File: config.mk
export PLATFORM = sky130hd
export DESIGN_NAME = itb_irq_ctrl
export DESIGN_NICKNAME = d
export VERILOG_FILES = /design/src/rtl/itb_pkg.sv /design/src/rtl/itb_irq_ctrl.sv
export VERILOG_INCLUDE_DIRS = /design/src /design/src/rtl
export SDC_FILE = /design/constraint.sdc
export NUM_CORES = 1
export LEC_CHECK = 0
export BUFFER_PORTS_ARGS = -buffer_cell sky130_fd_sc_hd__buf_4
export CORE_AREA = 2 2 91 129
export DETAILED_ROUTE_END_ITERATION = 12
export DIE_AREA = 0 0 93 131
export HOLD_SLACK_MARGIN = 0.12
export PLACE_DENSITY = 0.75
export SLEW_MARGIN = 20
export SYNTH_ARGS = -nofsm -noshare
export SYNTH_HDL_FRONTEND = slang
export SYNTH_SLANG_ARGS = --single-unit
File: constraint.sdc
create_clock -name core_clk -period 2.2 [get_ports core_clk]
set_input_delay 0.55 -clock core_clk [delete_from_list [all_inputs] [get_ports core_clk]]
set_output_delay 0.55 -clock core_clk [all_outputs]
set_load 0.05 [all_outputs]
File: src/rtl/itb_map.svh
`ifndef ITB_MAP_SVH
`define ITB_MAP_SVH

// register byte offsets
`define ITB_OFF_PSC       8'h00
`define ITB_OFF_TB0       8'h04
`define ITB_OFF_TB1       8'h08
`define ITB_OFF_CTRL      8'h0c
`define ITB_OFF_FLAGS     8'h10
`define ITB_OFF_SRC       8'h14

// prescaler source codes
`define ITB_PSC_SYS       2'h0
`define ITB_PSC_SYS_DIV4  2'h1
`define ITB_PSC_DIV4_LAST 2'h3

// time base control fields
`define ITB_TB_ON_BIT     7
`define ITB_TB_PER_HI     2
`define ITB_TB_PER_LO     0
`define ITB_TB_MIN_PERIOD 16'h0100

// irq control fields
`define ITB_CTRL_GIE      0
`define ITB_CTRL_TBE_HI   2
`define ITB_CTRL_TBE_LO   1
`define ITB_CTRL_SLE      3
`define ITB_CTRL_GRE_HI   5
`define ITB_CTRL_GRE_LO   4

// flags and source fields
`define ITB_FLAGS_HI      4
`define ITB_SRC_EN_HI     5
`define ITB_SRC_FLAG_HI   13
`define ITB_SRC_FLAG_LO   8

// grouping of sources: timer A, timer P | low volt, eeprom, spi, serial module
`define ITB_GRP0_MASK     6'h03
`define ITB_GRP1_MASK     6'h3c

// vectors: tick0, tick1, serial link, group0, group1
`define ITB_NUM_VEC       5
`define ITB_VEC_BASE      12'h004
`define ITB_VEC_STEP      12'h004

`define ITB_HTRANS_NSEQ   1

`endif

File: src/rtl/itb_pkg.sv
`default_nettype none
package itb_pkg;

  typedef struct packed {
    logic [1:0]       pscSel;
    logic [1:0]       pscDiv;
    logic [1:0]       tbOn;
    logic [1:0][2:0]  tbPer;
    logic [1:0][14:0] tbCnt;
    logic             globalIrqEnable;
    logic [1:0]       tickIrqEnable;
    logic             serialLinkIrqEnable;
    logic [1:0]       groupIrqEnable;
    logic [1:0]       tickRequestFlag;
    logic             serialLinkIrqFlag;
    logic [1:0]       groupIrqFlag;
    logic [5:0]       srcIrqEnable;
    logic [5:0]       srcIrqFlag;
    logic             wrPend;
    logic [7:0]       addr;
    logic [31:0]      rdata;
    logic             svcValid;
    logic [2:0]       svcIdx;
    logic             wakeUp;
  } itb_state_t;

endpackage
`default_nettype wire

File: src/rtl/itb_irq_ctrl.sv
`timescale 1ns/1ps
`default_nettype none
`include "itb_map.svh"

// Behaviour
// - time base overflow sets its tick flag
// - tick vectors need global and own enable
// - no service while return stack full
// - tick service clears flag and global enable
// - prescaler source: sys, sys/4, sub clock
// - period is 2^8 to 2^15 prescaled cycles
// - bit 7 switches time base, reset off
// - unimplemented bits read zero, ignore writes
// - six serial link conditions request interrupt
// - serial link service clears flag, global enable
// - serial module events set its flag
// - spi byte done sets its flag
// - low voltage sets grouped flag
// - eeprom write end sets grouped flag
// - timer compare A and P flags, enables
// - group service clears group flag and global enable only
// - any flag rising from a hardware event wakes the device; software writes that set flags do not
// - flags stay set until serviced or cleared
// - service pushes pc, loads vector; reti re-enables
module itb_irq_ctrl (
  // clock and reset
  input  wire logic        core_clk,
  input  wire logic        nrst,
  // ahb-lite slave
  input  wire logic        hsel,
  input  wire logic [31:0] haddr,
  input  wire logic [1:0]  htrans,
  input  wire logic        hwrite,
  input  wire logic [2:0]  hsize,
  input  wire logic [31:0] hwdata,
  input  wire logic        hready,
  output logic             hreadyout,
  output logic             hresp,
  output logic [31:0]      hrdata,
  // core sequencer
  input  wire logic        stackFull,
  input  wire logic        retiPulse,
  output logic             svcValid,
  output logic [11:0]      svcVector,
  output logic             wakeUp,
  // interrupt sources
  input  wire logic        subClkTick,
  input  wire logic [5:0]  serialLinkEvt,
  input  wire logic        serialModuleEvt,
  input  wire logic        spiPortEvt,
  input  wire logic        lowVoltEvt,
  input  wire logic        eepromWriteEvt,
  input  wire logic        timerMatchA,
  input  wire logic        timerMatchP
);

  itb_pkg::itb_state_t st_q;
  itb_pkg::itb_state_t st_d;

  logic                 pscTick;
  logic [1:0]           tbOvf;
  logic [1:0][14:0]     tbCntNext;
  logic [5:0]           srcEvt;
  logic [5:0]           srcSet;
  logic [1:0]           grpSet;
  logic                 slSet;
  logic [4:0]           hwSet;
  logic [4:0]           flagsQ;
  logic [4:0]           enVec;
  logic [4:0]           pend;
  logic                 fire;
  logic [2:0]           fireIdx;
  logic                 accept;

  assign srcEvt = {serialModuleEvt, spiPortEvt, eepromWriteEvt, lowVoltEvt,
                   timerMatchP, timerMatchA};
  assign accept = hsel & htrans[`ITB_HTRANS_NSEQ] & hready;

  // prescaled clock enable
  always_comb begin
    case (st_q.pscSel)
      `ITB_PSC_SYS:      pscTick = 1'b1;
      `ITB_PSC_SYS_DIV4: pscTick = (st_q.pscDiv == `ITB_PSC_DIV4_LAST);
      default:           pscTick = subClkTick;
    endcase
  end

  // per time base divider
  genvar gi;
  generate
    for (gi = 0; gi < 2; gi++) begin : g_tb
      logic [14:0] lastCnt;
      assign lastCnt = 15'((`ITB_TB_MIN_PERIOD << st_q.tbPer[gi]) - 16'h0001);
      assign tbOvf[gi] = st_q.tbOn[gi] & pscTick & (st_q.tbCnt[gi] >= lastCnt);
      always_comb begin
        if (!st_q.tbOn[gi] || tbOvf[gi]) begin
          tbCntNext[gi] = 15'h0000;
        end else if (pscTick) begin
          tbCntNext[gi] = st_q.tbCnt[gi] + 15'h0001;
        end else begin
          tbCntNext[gi] = st_q.tbCnt[gi];
        end
      end
    end
  endgenerate

  // hardware set events
  assign srcSet = srcEvt;
  assign grpSet[0] = |(srcSet & st_q.srcIrqEnable & `ITB_GRP0_MASK);
  assign grpSet[1] = |(srcSet & st_q.srcIrqEnable & `ITB_GRP1_MASK);
  assign slSet = |serialLinkEvt;
  assign hwSet = {grpSet, slSet, tbOvf};

  // arbitration
  assign flagsQ = {st_q.groupIrqFlag, st_q.serialLinkIrqFlag, st_q.tickRequestFlag};
  assign enVec = {st_q.groupIrqEnable, st_q.serialLinkIrqEnable, st_q.tickIrqEnable};
  assign pend = flagsQ & enVec & {`ITB_NUM_VEC{st_q.globalIrqEnable}};
  assign fire = (|pend) & ~stackFull;

  always_comb begin
    fireIdx = 3'h0;
    for (int i = `ITB_NUM_VEC - 1; i >= 0; i--) begin
      if (pend[i]) begin
        fireIdx = 3'(i);
      end
    end
  end

  function automatic logic [31:0] readMux(input itb_pkg::itb_state_t s, input logic [7:0] a);
    logic [31:0] r;
    r = 32'h0000_0000;
    case (a)
      `ITB_OFF_PSC:   r[1:0] = s.pscSel;
      `ITB_OFF_TB0: begin
        r[`ITB_TB_ON_BIT] = s.tbOn[0];
        r[`ITB_TB_PER_HI:`ITB_TB_PER_LO] = s.tbPer[0];
      end
      `ITB_OFF_TB1: begin
        r[`ITB_TB_ON_BIT] = s.tbOn[1];
        r[`ITB_TB_PER_HI:`ITB_TB_PER_LO] = s.tbPer[1];
      end
      `ITB_OFF_CTRL: begin
        r[`ITB_CTRL_GIE] = s.globalIrqEnable;
        r[`ITB_CTRL_TBE_HI:`ITB_CTRL_TBE_LO] = s.tickIrqEnable;
        r[`ITB_CTRL_SLE] = s.serialLinkIrqEnable;
        r[`ITB_CTRL_GRE_HI:`ITB_CTRL_GRE_LO] = s.groupIrqEnable;
      end
      `ITB_OFF_FLAGS: r[`ITB_FLAGS_HI:0] = {s.groupIrqFlag, s.serialLinkIrqFlag,
                                            s.tickRequestFlag};
      `ITB_OFF_SRC: begin
        r[`ITB_SRC_EN_HI:0] = s.srcIrqEnable;
        r[`ITB_SRC_FLAG_HI:`ITB_SRC_FLAG_LO] = s.srcIrqFlag;
      end
      default: r = 32'h0000_0000;
    endcase
    return r;
  endfunction

  always_comb begin
    st_d = st_q;
    st_d.pscDiv = st_q.pscDiv + 2'h1;
    st_d.tbCnt = tbCntNext;
    // software write in data phase
    if (st_q.wrPend) begin
      case (st_q.addr)
        `ITB_OFF_PSC: st_d.pscSel = hwdata[1:0];
        `ITB_OFF_TB0: begin
          st_d.tbOn[0] = hwdata[`ITB_TB_ON_BIT];
          st_d.tbPer[0] = hwdata[`ITB_TB_PER_HI:`ITB_TB_PER_LO];
        end
        `ITB_OFF_TB1: begin
          st_d.tbOn[1] = hwdata[`ITB_TB_ON_BIT];
          st_d.tbPer[1] = hwdata[`ITB_TB_PER_HI:`ITB_TB_PER_LO];
        end
        `ITB_OFF_CTRL: begin
          st_d.globalIrqEnable = hwdata[`ITB_CTRL_GIE];
          st_d.tickIrqEnable = hwdata[`ITB_CTRL_TBE_HI:`ITB_CTRL_TBE_LO];
          st_d.serialLinkIrqEnable = hwdata[`ITB_CTRL_SLE];
          st_d.groupIrqEnable = hwdata[`ITB_CTRL_GRE_HI:`ITB_CTRL_GRE_LO];
        end
        `ITB_OFF_FLAGS: {st_d.groupIrqFlag, st_d.serialLinkIrqFlag,
                         st_d.tickRequestFlag} = hwdata[`ITB_FLAGS_HI:0];
        `ITB_OFF_SRC: begin
          st_d.srcIrqEnable = hwdata[`ITB_SRC_EN_HI:0];
          st_d.srcIrqFlag = hwdata[`ITB_SRC_FLAG_HI:`ITB_SRC_FLAG_LO];
        end
        default: st_d.rdata = st_q.rdata;
      endcase
    end
    if (retiPulse) begin
      st_d.globalIrqEnable = 1'b1;
    end
    // service: clear vector flag and global enable, never source flags
    if (fire) begin
      st_d.globalIrqEnable = 1'b0;
      case (fireIdx)
        3'h0:    st_d.tickRequestFlag[0] = 1'b0;
        3'h1:    st_d.tickRequestFlag[1] = 1'b0;
        3'h2:    st_d.serialLinkIrqFlag = 1'b0;
        3'h3:    st_d.groupIrqFlag[0] = 1'b0;
        3'h4:    st_d.groupIrqFlag[1] = 1'b0;
        default: st_d.groupIrqFlag = st_d.groupIrqFlag;
      endcase
    end
    st_d.svcValid = fire;
    st_d.svcIdx = fire ? fireIdx : st_q.svcIdx;
    // hardware sets win over any clear
    st_d.tickRequestFlag = st_d.tickRequestFlag | tbOvf;
    st_d.serialLinkIrqFlag = st_d.serialLinkIrqFlag | slSet;
    st_d.groupIrqFlag = st_d.groupIrqFlag | grpSet;
    st_d.srcIrqFlag = st_d.srcIrqFlag | srcSet;
    st_d.wakeUp = (|(hwSet & ~flagsQ)) | (|(srcSet & ~st_q.srcIrqFlag));
    // ahb address phase
    st_d.wrPend = accept & hwrite;
    st_d.addr = accept ? haddr[7:0] : st_q.addr;
    if (accept && !hwrite) begin
      st_d.rdata = readMux(st_d, haddr[7:0]);
    end
  end

  always_ff @(posedge core_clk or negedge nrst) begin
    if (!nrst) begin
      st_q <= '0;
    end else begin
      st_q <= st_d;
    end
  end

  assign hreadyout = 1'b1;
  assign hresp = 1'b0;
  assign hrdata = st_q.rdata;
  assign svcValid = st_q.svcValid;
  assign svcVector = 12'(`ITB_VEC_BASE + 12'(`ITB_VEC_STEP * st_q.svcIdx));
  assign wakeUp = st_q.wakeUp;
endmodule
`default_nettype wire

# Word level (Yosys, flattened, before mapping)
# Index checks and enable logic that the tools add are counted.
[totals]
ff_bits = 92
inputBits = 89
output_inout_bits = 48
wordCells = 122
[op_classes]
addsub = 6
n_lt_le_gt_ge = 2
eq_ne = 16
shift = 2
n_mux = 35
bitwise = 21
reduce_logical = 18
[op_table]
columns = ["op", "count"]
rows = [
  ["2-to-1 mux 15 bit", 4],
  ["== test 8 x 4 -> 1 bit (second input constant)", 4],
  ["== test 8 x 5 -> 1 bit (second input constant)", 4],
  ["adder 15 x 1 -> 15 bit (second input constant)", 2],
  ["greater-or-equal comparator 15 bit", 2],
  ["left shift 9 x 3 -> 15 bit (first input constant)", 2],
  ["subtractor 15 x 1 -> 15 bit (second input constant)", 2],
  ["2-to-1 mux 23 bit", 1],
  ["2-to-1 mux 3 bit", 7],
  ["== test 8 x 3 -> 1 bit (second input constant)", 2],
  ["zero test 8 bit", 2],
  ["AND 5 bit", 3],
  ["AND 6 bit", 2],
  ["2-to-1 mux 12 bit", 1],
  ["2-to-1 mux 6 bit", 2],
  ["one-hot mux 2 bit (6 select lines)", 1],
  ["OR reduction 6 bit", 2],
  ["2-to-1 mux 5 bit", 2],
  ["OR reduction 5 bit", 2],
  ["2-to-1 mux 1 bit", 9],
  ["AND 1 bit", 8],
  ["2-to-1 mux 8 bit", 1],
  ["adder 3 x 5 -> 6 bit (first input constant)", 1],
  ["== test 3 x 2 -> 1 bit (second input constant)", 2],
  ["23 further kinds", 32],
]

# Depth between registers and ports, before layout
# Gate-level depths: netlist (run 1).
[logic_depth]
ltp_word = 12
depth_mapped = 9
ltp_nobuf = 8

# Worst setup path before layout (run 1)
# Ideal clock, no wire load.
[synth_path]
path_kind = "register to register"
startpoint = "register st_q[103] (netlist bit)"
endpoint = "register st_q[89] (netlist bit)"
setup_time_ps = 141
arrival_ps = 2199
t_required_ps = 2059
setup_slack_ps = -140
path_stages_with_launch = 9
path_buffers = 0
period_less_slack_ps = 2340
cell_sequence = "dfrtp_1 -> a21oi_1 -> ha_1 -> nand4_1 -> or4_1 -> a21oi_1 -> nor2_1 -> o21ai_1 -> nor2_1"
[synth_between]
elab_chain_cells = 6
word_cells_on_any_way = 7
classes_between = "1 x add/sub; 1 x order compare; 1 x shift; 1 x mux; 1 x bitwise; 2 x reduce/logical"
[synth_rtl]
columns = ["element", "line", "source"]
rows = [
  ["from (decl)", "itb_irq_ctrl.sv:57", "itb_pkg::itb_state_t st_q;"],
  ["from (signal assigned)", "itb_irq_ctrl.sv:225", "st_q <= st_d;"],
  ["left shift 9 x 3 -> 15 bit (no line) (*)", "--", ""],
  ["subtractor 15 x 1 -> 15 bit (*)", "itb_irq_ctrl.sv:93", "assign lastCnt = 15'((`ITB_TB_MIN_PERIOD << st_q.tbPer[gi]) - 16'h0001);"],
  ["greater-or-equal comparator 15 bit (*)", "itb_irq_ctrl.sv:94", "assign tbOvf[gi] = st_q.tbOn[gi] & pscTick & (st_q.tbCnt[gi] >= lastCnt);"],
  ["AND 1 bit (*)", "itb_irq_ctrl.sv:94", ""],
  ["logical OR 1 bit (*)", "itb_irq_ctrl.sv:96", "if (!st_q.tbOn[gi] || tbOvf[gi]) begin"],
  ["2-to-1 mux 15 bit or nonzero test 2 bit (tied branches)", "--", ""],
]
# Every way passes the cells marked *; elsewhere a longest branch is shown, timed or not.
# A chain may end at the register's enable or synchronous reset.

==> summary.txt, run 1 <==
Status
  – Status: complete, but fails checks
  – Failing checks: setup timing

Synth
  – Post-synth top area share: 44.3%
  – Post-Syn Area: 0.00519 mm^2
  – FF+latch count, synth: 92
  – Top post-synthesis cells by area: dfrtp_1 44%, mux2_2 6.7%, buf_4 6.1%
  – Seq/Total Area, Yosys: 44.3%
  – Top FF cell, synth: dfrtp_1
  – Leading area contributor after synthesis: dfrtp_1
  – Mapped Cells: 529
  – Fraction of registers with async set/reset: 100%
  – Post-synth EDFFs: 0
  – Top-count cell post-synth: dfrtp_1
  – Yosys cell types: 60
  – Synthesized area per cell: 9.81 um^2
  – Ys Warns: 0
  – Commonest cells post-synth: 92 x dfrtp_1, 52 x nor2_1, 44 x nand2_1, 42 x buf_4, 31 x mux2_2

STA
  – Final-report setup violation count: 1
  – Final worst setup slack: -0.0611 ns
  – Period utilization: 103%
  – Max frequency: 0.442 GHz
  – Rel. slew slack: 54.5%
  – Crit path time final: 2.26 ns
  – Final Hold Viols: 0
  – Final Max Tran Viols: 0
  – Setup Skew: 0.00633 ns
  – RSZ-0062 raised after global routing: true
  – Worst slew pin tran: 0.683 ns

Setup path
  – Setup crit end kind: flop
  – CP Launch Point: st_q[43]
  – Worst R2R Start: st_q[43]
  – CP Cell Sequence: nor4b_4, buf_6, nand4b_4, mux2_4, a32o_2, o31a_1, a221o_1
  – WP data required: 2.43 ns
  – CP Max Fanout: 6
  – CP max stage cell: dfrtp_1
  – WP data arrival: 2.49 ns
  – CP Launch Type: flop
  – Critical Setup Path Class: flop to flop
  – Slowest stage delay, CP: 0.41 ns

Power and ir drop
  – LEAKAGE: 3.10 nW
  – Peak supply drop: 0.547 mV
  – Pwr/cell area: 670 mW/mm^2

Finish
  – Layout Cells excl Fill: 783
  – Layout area overhead: 24.7%
  – Diode count: 0
  – Nets: 741
  – Layout cells sized above 1: 29.4%

Route
  – # DRC: 0
  – Vias per inst: 5.57
  – DR vias: 4365
  – DR pass1 iterations: 5
  – Post-DRT Antenna Nets: 0
  – DR WL/cell: 16.9 um
  – Initial DRC count: 361
  – WL final: 13.2 mm

CTS
  – Worst skew pair latency: 0.35 ns
  – Worst-path clk slew: 0.07 ns
  – CTS Buf Count: 9
  – Num Clock Sinks: 92
  – CTS Root Cell: clkbuf_16
  – H-tree depth: 3
  – Max clock buf depth: 2
  – CTS tree: built
  – Hold buffers post-CTS: 0

Global route
  – Initial antenna violation count: 0
  – GRT overflow: 0
  – Largest net degree at the start of global routing: 65
  – First-pass GRT wire length: 21.2 mm
  – Met3 global-route usage: 3.96%
  – GR Util met1: 24.3%
  – Most used routing layer: met2
  – Vias in the first global route: 4440
  – Global Route met2 Usage: 41.3%
  – GRT Total Usage: 22.0%

Placement
  – RD Place Congestion: 0.886
  – IO buf count: 60
  – Cells after DPL: 755
  – Pre-CTS WS: -0.133 ns
  – Hpwl dp: 9.64 mm

Floorplan
  – Die span in y: 131 um
  – Die X: 93 um
  – Ports: 137
  – Core area: 0.0111 mm^2
  – Initial Util: 47.0%
  – Die area: 0.0122 mm^2
  – Floorplan row count: 46

Run
  – Max-cap violations: 0

Min path
  – HP Class: input port to asynchronous set/reset pin
-- critical path: cells and delay by family, from the launching register on --
kind / cells / cell delay [ns]
AO/OA/AOI/OAI: 3 / 0.79
buffers and inverters: 1 / 0.19
flip-flops: 1 / 0.41
multiplexers: 1 / 0.32
AND/OR/NAND/NOR: 2 / 0.44
-- state kept, by name, indices dropped and copies added (netlist names) --
register  count
svcValid      1
flagsQ        5
st_q         67
wakeUp        1
enVec         5
hrdata       13
-- repair_timing --
action,CTS,global route
pin swaps,3,10
endpoints found under the setup margin,18,36
setup buffers,2,9
gates resized for setup,10,26
cloned,0,1
-- area by class of cell --
type,instances,area (um^2)
well taps,144,180
clock inverters,6,47.5
repair buffers,121,962
inverters,19,71.3
clock buffers,10,239
multi-input cells,391,2670
fillers,929,4580
flip-flops and latches,92,2310
-- path summary, 6_finish.rpt --
kind | end | slack, ns | cells after the start
max | hrdata[1] | -0.06 | 7
min | st_q[56] | 0.13 | 1
max reg2reg | hrdata[1] | -0.06 | 7
min reg2reg | st_q[107] | 0.43 | 1
max in group asynchronous | st_q[103] | 1.37 | 2
min in group core_clk | st_q[2] | 0.42 | 2
-- per-stage QoR --
step	instance area (um^2)	power [mW]	utilization, %	hold WS, ns	TNS (ns)
global route	6470	4.51	58.6	0.147	-0.294
CTS	6320	4.33	57.2	0.139	-0.0397
global placement	5980	2.81	54.1	0.413	-0.0779
detailed placement	5980	2.85	54.1	0.437	-0.996
floorplan	5310	2.56	-	0.254	-0.00717
finish	6470	4.34	58.6	0.131	-0.0611
-- where the power goes --
group	total [mW]	internal [mW]	switching (mW)
sequential	1.92	1.80	0.117
clock	1.50	0.802	0.693
combinational	0.925	0.328	0.597
-- cell families after synthesis --
family                     Yosys count  share of synthesized area (%)
xor gates and xnor gates            22                           3.71
and+or+nand+nor                    188                           18.1
DFF                                 92                           44.3
buffers and inverters               73                           8.32
adders and majority gates           18                           4.34
AOI/OAI and AO/OA                   91                           11.9
muxes                               43                           9.09
other                                2                          0.145
-- routing by layer --
layer / up-vias / wire length, um
met4: 0 / 359
met2: 167 / 7480
met1: 2141 / 4790
li1: 2027 / -
met3: 30 / 606
met5: - / 0
-- cells in the final DEF, fill, tap and decap left out, drive strengths merged, types with 9 or more instances in the layout --
cell type / instances
buf: 121
dfrtp: 92
nor2: 52
nand2: 44
mux2: 33
conb: 29
a21oi: 22
nand3: 21
inv: 20
ha: 18
o21ai: 18
nor3: 11
nand4: 11
xor2: 11
xnor2: 11
mux2i: 10
clkbuf: 10
and2: 9
and3: 9
No activity file was read; power rests on OpenSTA's default activity.
==> inputs of run 2 (changes only) <==
Settings changed: SETUP_SLACK_MARGIN set to 0.02.
==> summary.txt, run 2 (synthesis results as in run 1) <==
Finish
  – Diode count: 0 (unchanged)
  – Final core occ: 58.1% (-0.45 points)
  – Layout cells sized above 1: 29.6% (+0.15 points)
  – Most frequent cells in the layout: 105 x buf_4, 87 x dfrtp_1, 46 x nor2_1, 44 x nand2_1
  – Layout area overhead: 23.7%
  – Layout Cells excl Fill: 773 (-1.3%)
  – Commonest non-fill, non-tap cell in the layout: buf_4
  – Nets: 731 (-1.3%)
  – Largest register FFs: 67 (unchanged)
  – Top reg by flops: st_q

Floorplan
  – Floorplan row count: 46 (unchanged)
  – Initial Util: 47.0% (unchanged)
  – Die X: 93 um (unchanged)
  – Die span in y: 131 um (unchanged)
  – Ports: 137 (unchanged)
  – Die area: 0.0122 mm^2 (unchanged)
  – Core area: 0.0111 mm^2 (unchanged)

Route
  – Top routing layer used: met4
  – Met3 WL: 486 um (-20%)
  – DR WL/cell: 16.7 um (-1.1%)
  – WL final: 12.9 mm (-2.4%)
  – Post-Route M1 WL: 4.84 mm (+1.1%)
  – DR vias: 4286 (-1.8%)
  – Wire length on met2: 7.14 mm (-4.5%)
  – Vias per inst: 5.54 (-0.54%)
  – DR pass1 iterations: 4 (-1)
  – Post-DRT Antenna Nets: 0 (unchanged)
  – Initial DRC count: 274 (-24%)
  – # DRC: 0 (unchanged)

CTS
  – Max clock buf depth: 2 (unchanged)
  – CTS Root Cell: clkbuf_16
  – Worst skew pair latency: 0.35 ns (about the same)
  – H-tree depth: 3 (unchanged)
  – CTS Buf Count: 9 (unchanged)
  – CTS tree: built
  – Num Clock Sinks: 92 (unchanged)
  – Hold buffers post-CTS: 0 (unchanged)
  – Worst-path clk slew: 0.07 ns (about the same)

STA
  – Crit path time final: 2.23 ns (-0.0300 ns)
  – Setup TNS: -0.0465 ns (+0.0146 ns)
  – Worst slew pin tran: 0.653 ns (-0.0302 ns)
  – Period utilization: 101% (-1.4 points)
  – Setup Skew: 0.00753 ns (+0.00120 ns)
  – RSZ-0062 raised after global routing: true
  – Worst hold slack: 0.185 ns (+0.0540 ns)
  – Rel. slew slack: 56.5% (+2.0 points)
  – Final-report setup violation count: 5 (+4)
  – Final Hold Viols: 0 (unchanged)
  – Max frequency: 0.448 GHz (+1.3%)
  – Final worst setup slack: -0.0310 ns (+0.0300 ns)
  – Final Max Tran Viols: 0 (unchanged)

Global route
  – Initial antenna violation count: 0 (unchanged)
  – Largest net degree at the start of global routing: 41 (-37%)
  – Vias in the first global route: 4412 (-0.63%)
  – First-pass GRT wire length: 20.6 mm (-2.8%)
  – GRT Total Usage: 21.5% (-0.54 points)
  – GRT overflow: 0 (unchanged)

Setup path
  – CP max stage cell: dfrtp_1
  – WP data arrival: 2.46 ns (-0.03 ns)
  – CP Max Fanout: 6 (unchanged)
  – Slowest stage delay, CP: 0.41 ns (about the same)
  – CP Cell Sequence: nor4b_4, buf_4, nand4b_1, mux2_2, a32o_1, o31a_1, a221o_1
  – CP Launch Type: flop
  – Setup crit end kind: flop
  – Critical Setup Path Class: flop to flop
  – WP data required: 2.43 ns (about the same)

Status
  – Status: complete, but fails checks
  – Failing checks: setup timing

Power and ir drop
  – Peak supply drop: 0.482 mV (-12%)
  – NetSw: 1.41 mW (-0.14%)
  – Total Power: 4.42 mW (+1.9%)
  – Sw Share: 31.8% (-0.65 points)
  – Sequential Power Share: 43.5% (-0.7 points)
  – LEAKAGE: 3.06 nW (-1.1%)
  – Internal power: 3.02 mW (+2.9%)
  – Comb power frac: 20.9% (-0.4 points)
  – Clk pwr share: 35.6% (+1.1 points)
  – Pwr/cell area: 688 mW/mm^2 (+2.7%)

Min path
  – HP Class: input port to asynchronous set/reset pin

Placement
  – Cells after DPL: 754 (-0.13%)
  – Hpwl dp: 9.44 mm (-2.1%)
  – RD Place Congestion: 0.842 (-5.0%)
  – IO buf count: 60 (unchanged)

Run
  – Max-cap violations: 0 (unchanged)
==> run 2: changes by cell type in the layout (fill, tap and decap cells not counted), sizes merged <==
cell	before	now
buf	121	111
clkinvlp	4	2
bufinv	0	1
inv	20	21
==> run 2: power groups by stage <==
stage / registers [mW] / clock network, mW / logic (mW)
finish: 1.92 / 1.58 / 0.924
CTS: 1.91 / 1.61 / 0.913
global route: 1.94 / 1.67 / 0.996
detailed placement: 1.94 / 0 / 0.897
floorplan: 1.92 / 0 / 0.644
global placement: 1.93 / 0 / 0.868
==> run 2: path summary, 6_finish.rpt <==
check / from / depth (start not counted) / endpoint / slack (ns)
worst max-delay path: st_q[42] / 7 / hrdata[1] / -0.03
worst min-delay path: nrst / 1 / st_q[51] / 0.19
worst max register to register: st_q[42] / 7 / hrdata[1] / -0.03
worst min register to register: st_q[107] / 1 / st_q[107] / 0.43
max in group asynchronous: nrst / 2 / st_q[93] / 1.36
min in group core_clk: stackFull / 2 / st_q[2] / 0.42
==> run 2: layer usage <==
metal	vias up	GRT usage [%]
met5	-	0
met4	0	10.8
met3	35	4.76
met2	136	39.6
met1	2096	22.9
li1	2019	-
==> run 2: metrics by stage <==
stage,setup WS (ns),area (um^2)
5_1_grt,-0.0996,6420
6_report,-0.0310,6420
3_3_place_gp,-0.0686,5960
4_1_cts,-0.0169,6310
2_1_floorplan,-0.00717,5310
3_5_place_dp,-0.176,5960
==> run 2: area by class of cell <==
| type | instances | area [um^2] |
|---|---|---|
| clock inverters | 6 | 71.3 |
| repair buffers | 111 | 873 |
| multi-input cells | 391 | 2690 |
| fillers | 932 | 4630 |
| clock buffers | 10 | 229 |
| well taps | 144 | 180 |
| inverters | 19 | 71.3 |
| flip-flops and latches | 92 | 2310 |
==> run 2: worst max-delay path: cells and delay by family (launching register included) <==
| kind | cells | cell delay, ns |
|---|---|---|
| DFF | 1 | 0.41 |
| buffers and inverters | 1 | 0.20 |
| muxes | 1 | 0.32 |
| AOI/OAI and AO/OA | 3 | 0.73 |
| and+or+nand+nor | 2 | 0.46 |
==> run 2: timing repair <==
| action | 4_1_cts | 5_1_grt |
|---|---|---|
| setup endpoints to repair | 17 | 32 |
| cloned | 0 | 1 |
| hold endpoints to repair | 0 | 0 |
| buffers inserted | 2 | 0 |
| gates resized for setup | 10 | 35 |
| pin swaps | 5 | 10 |
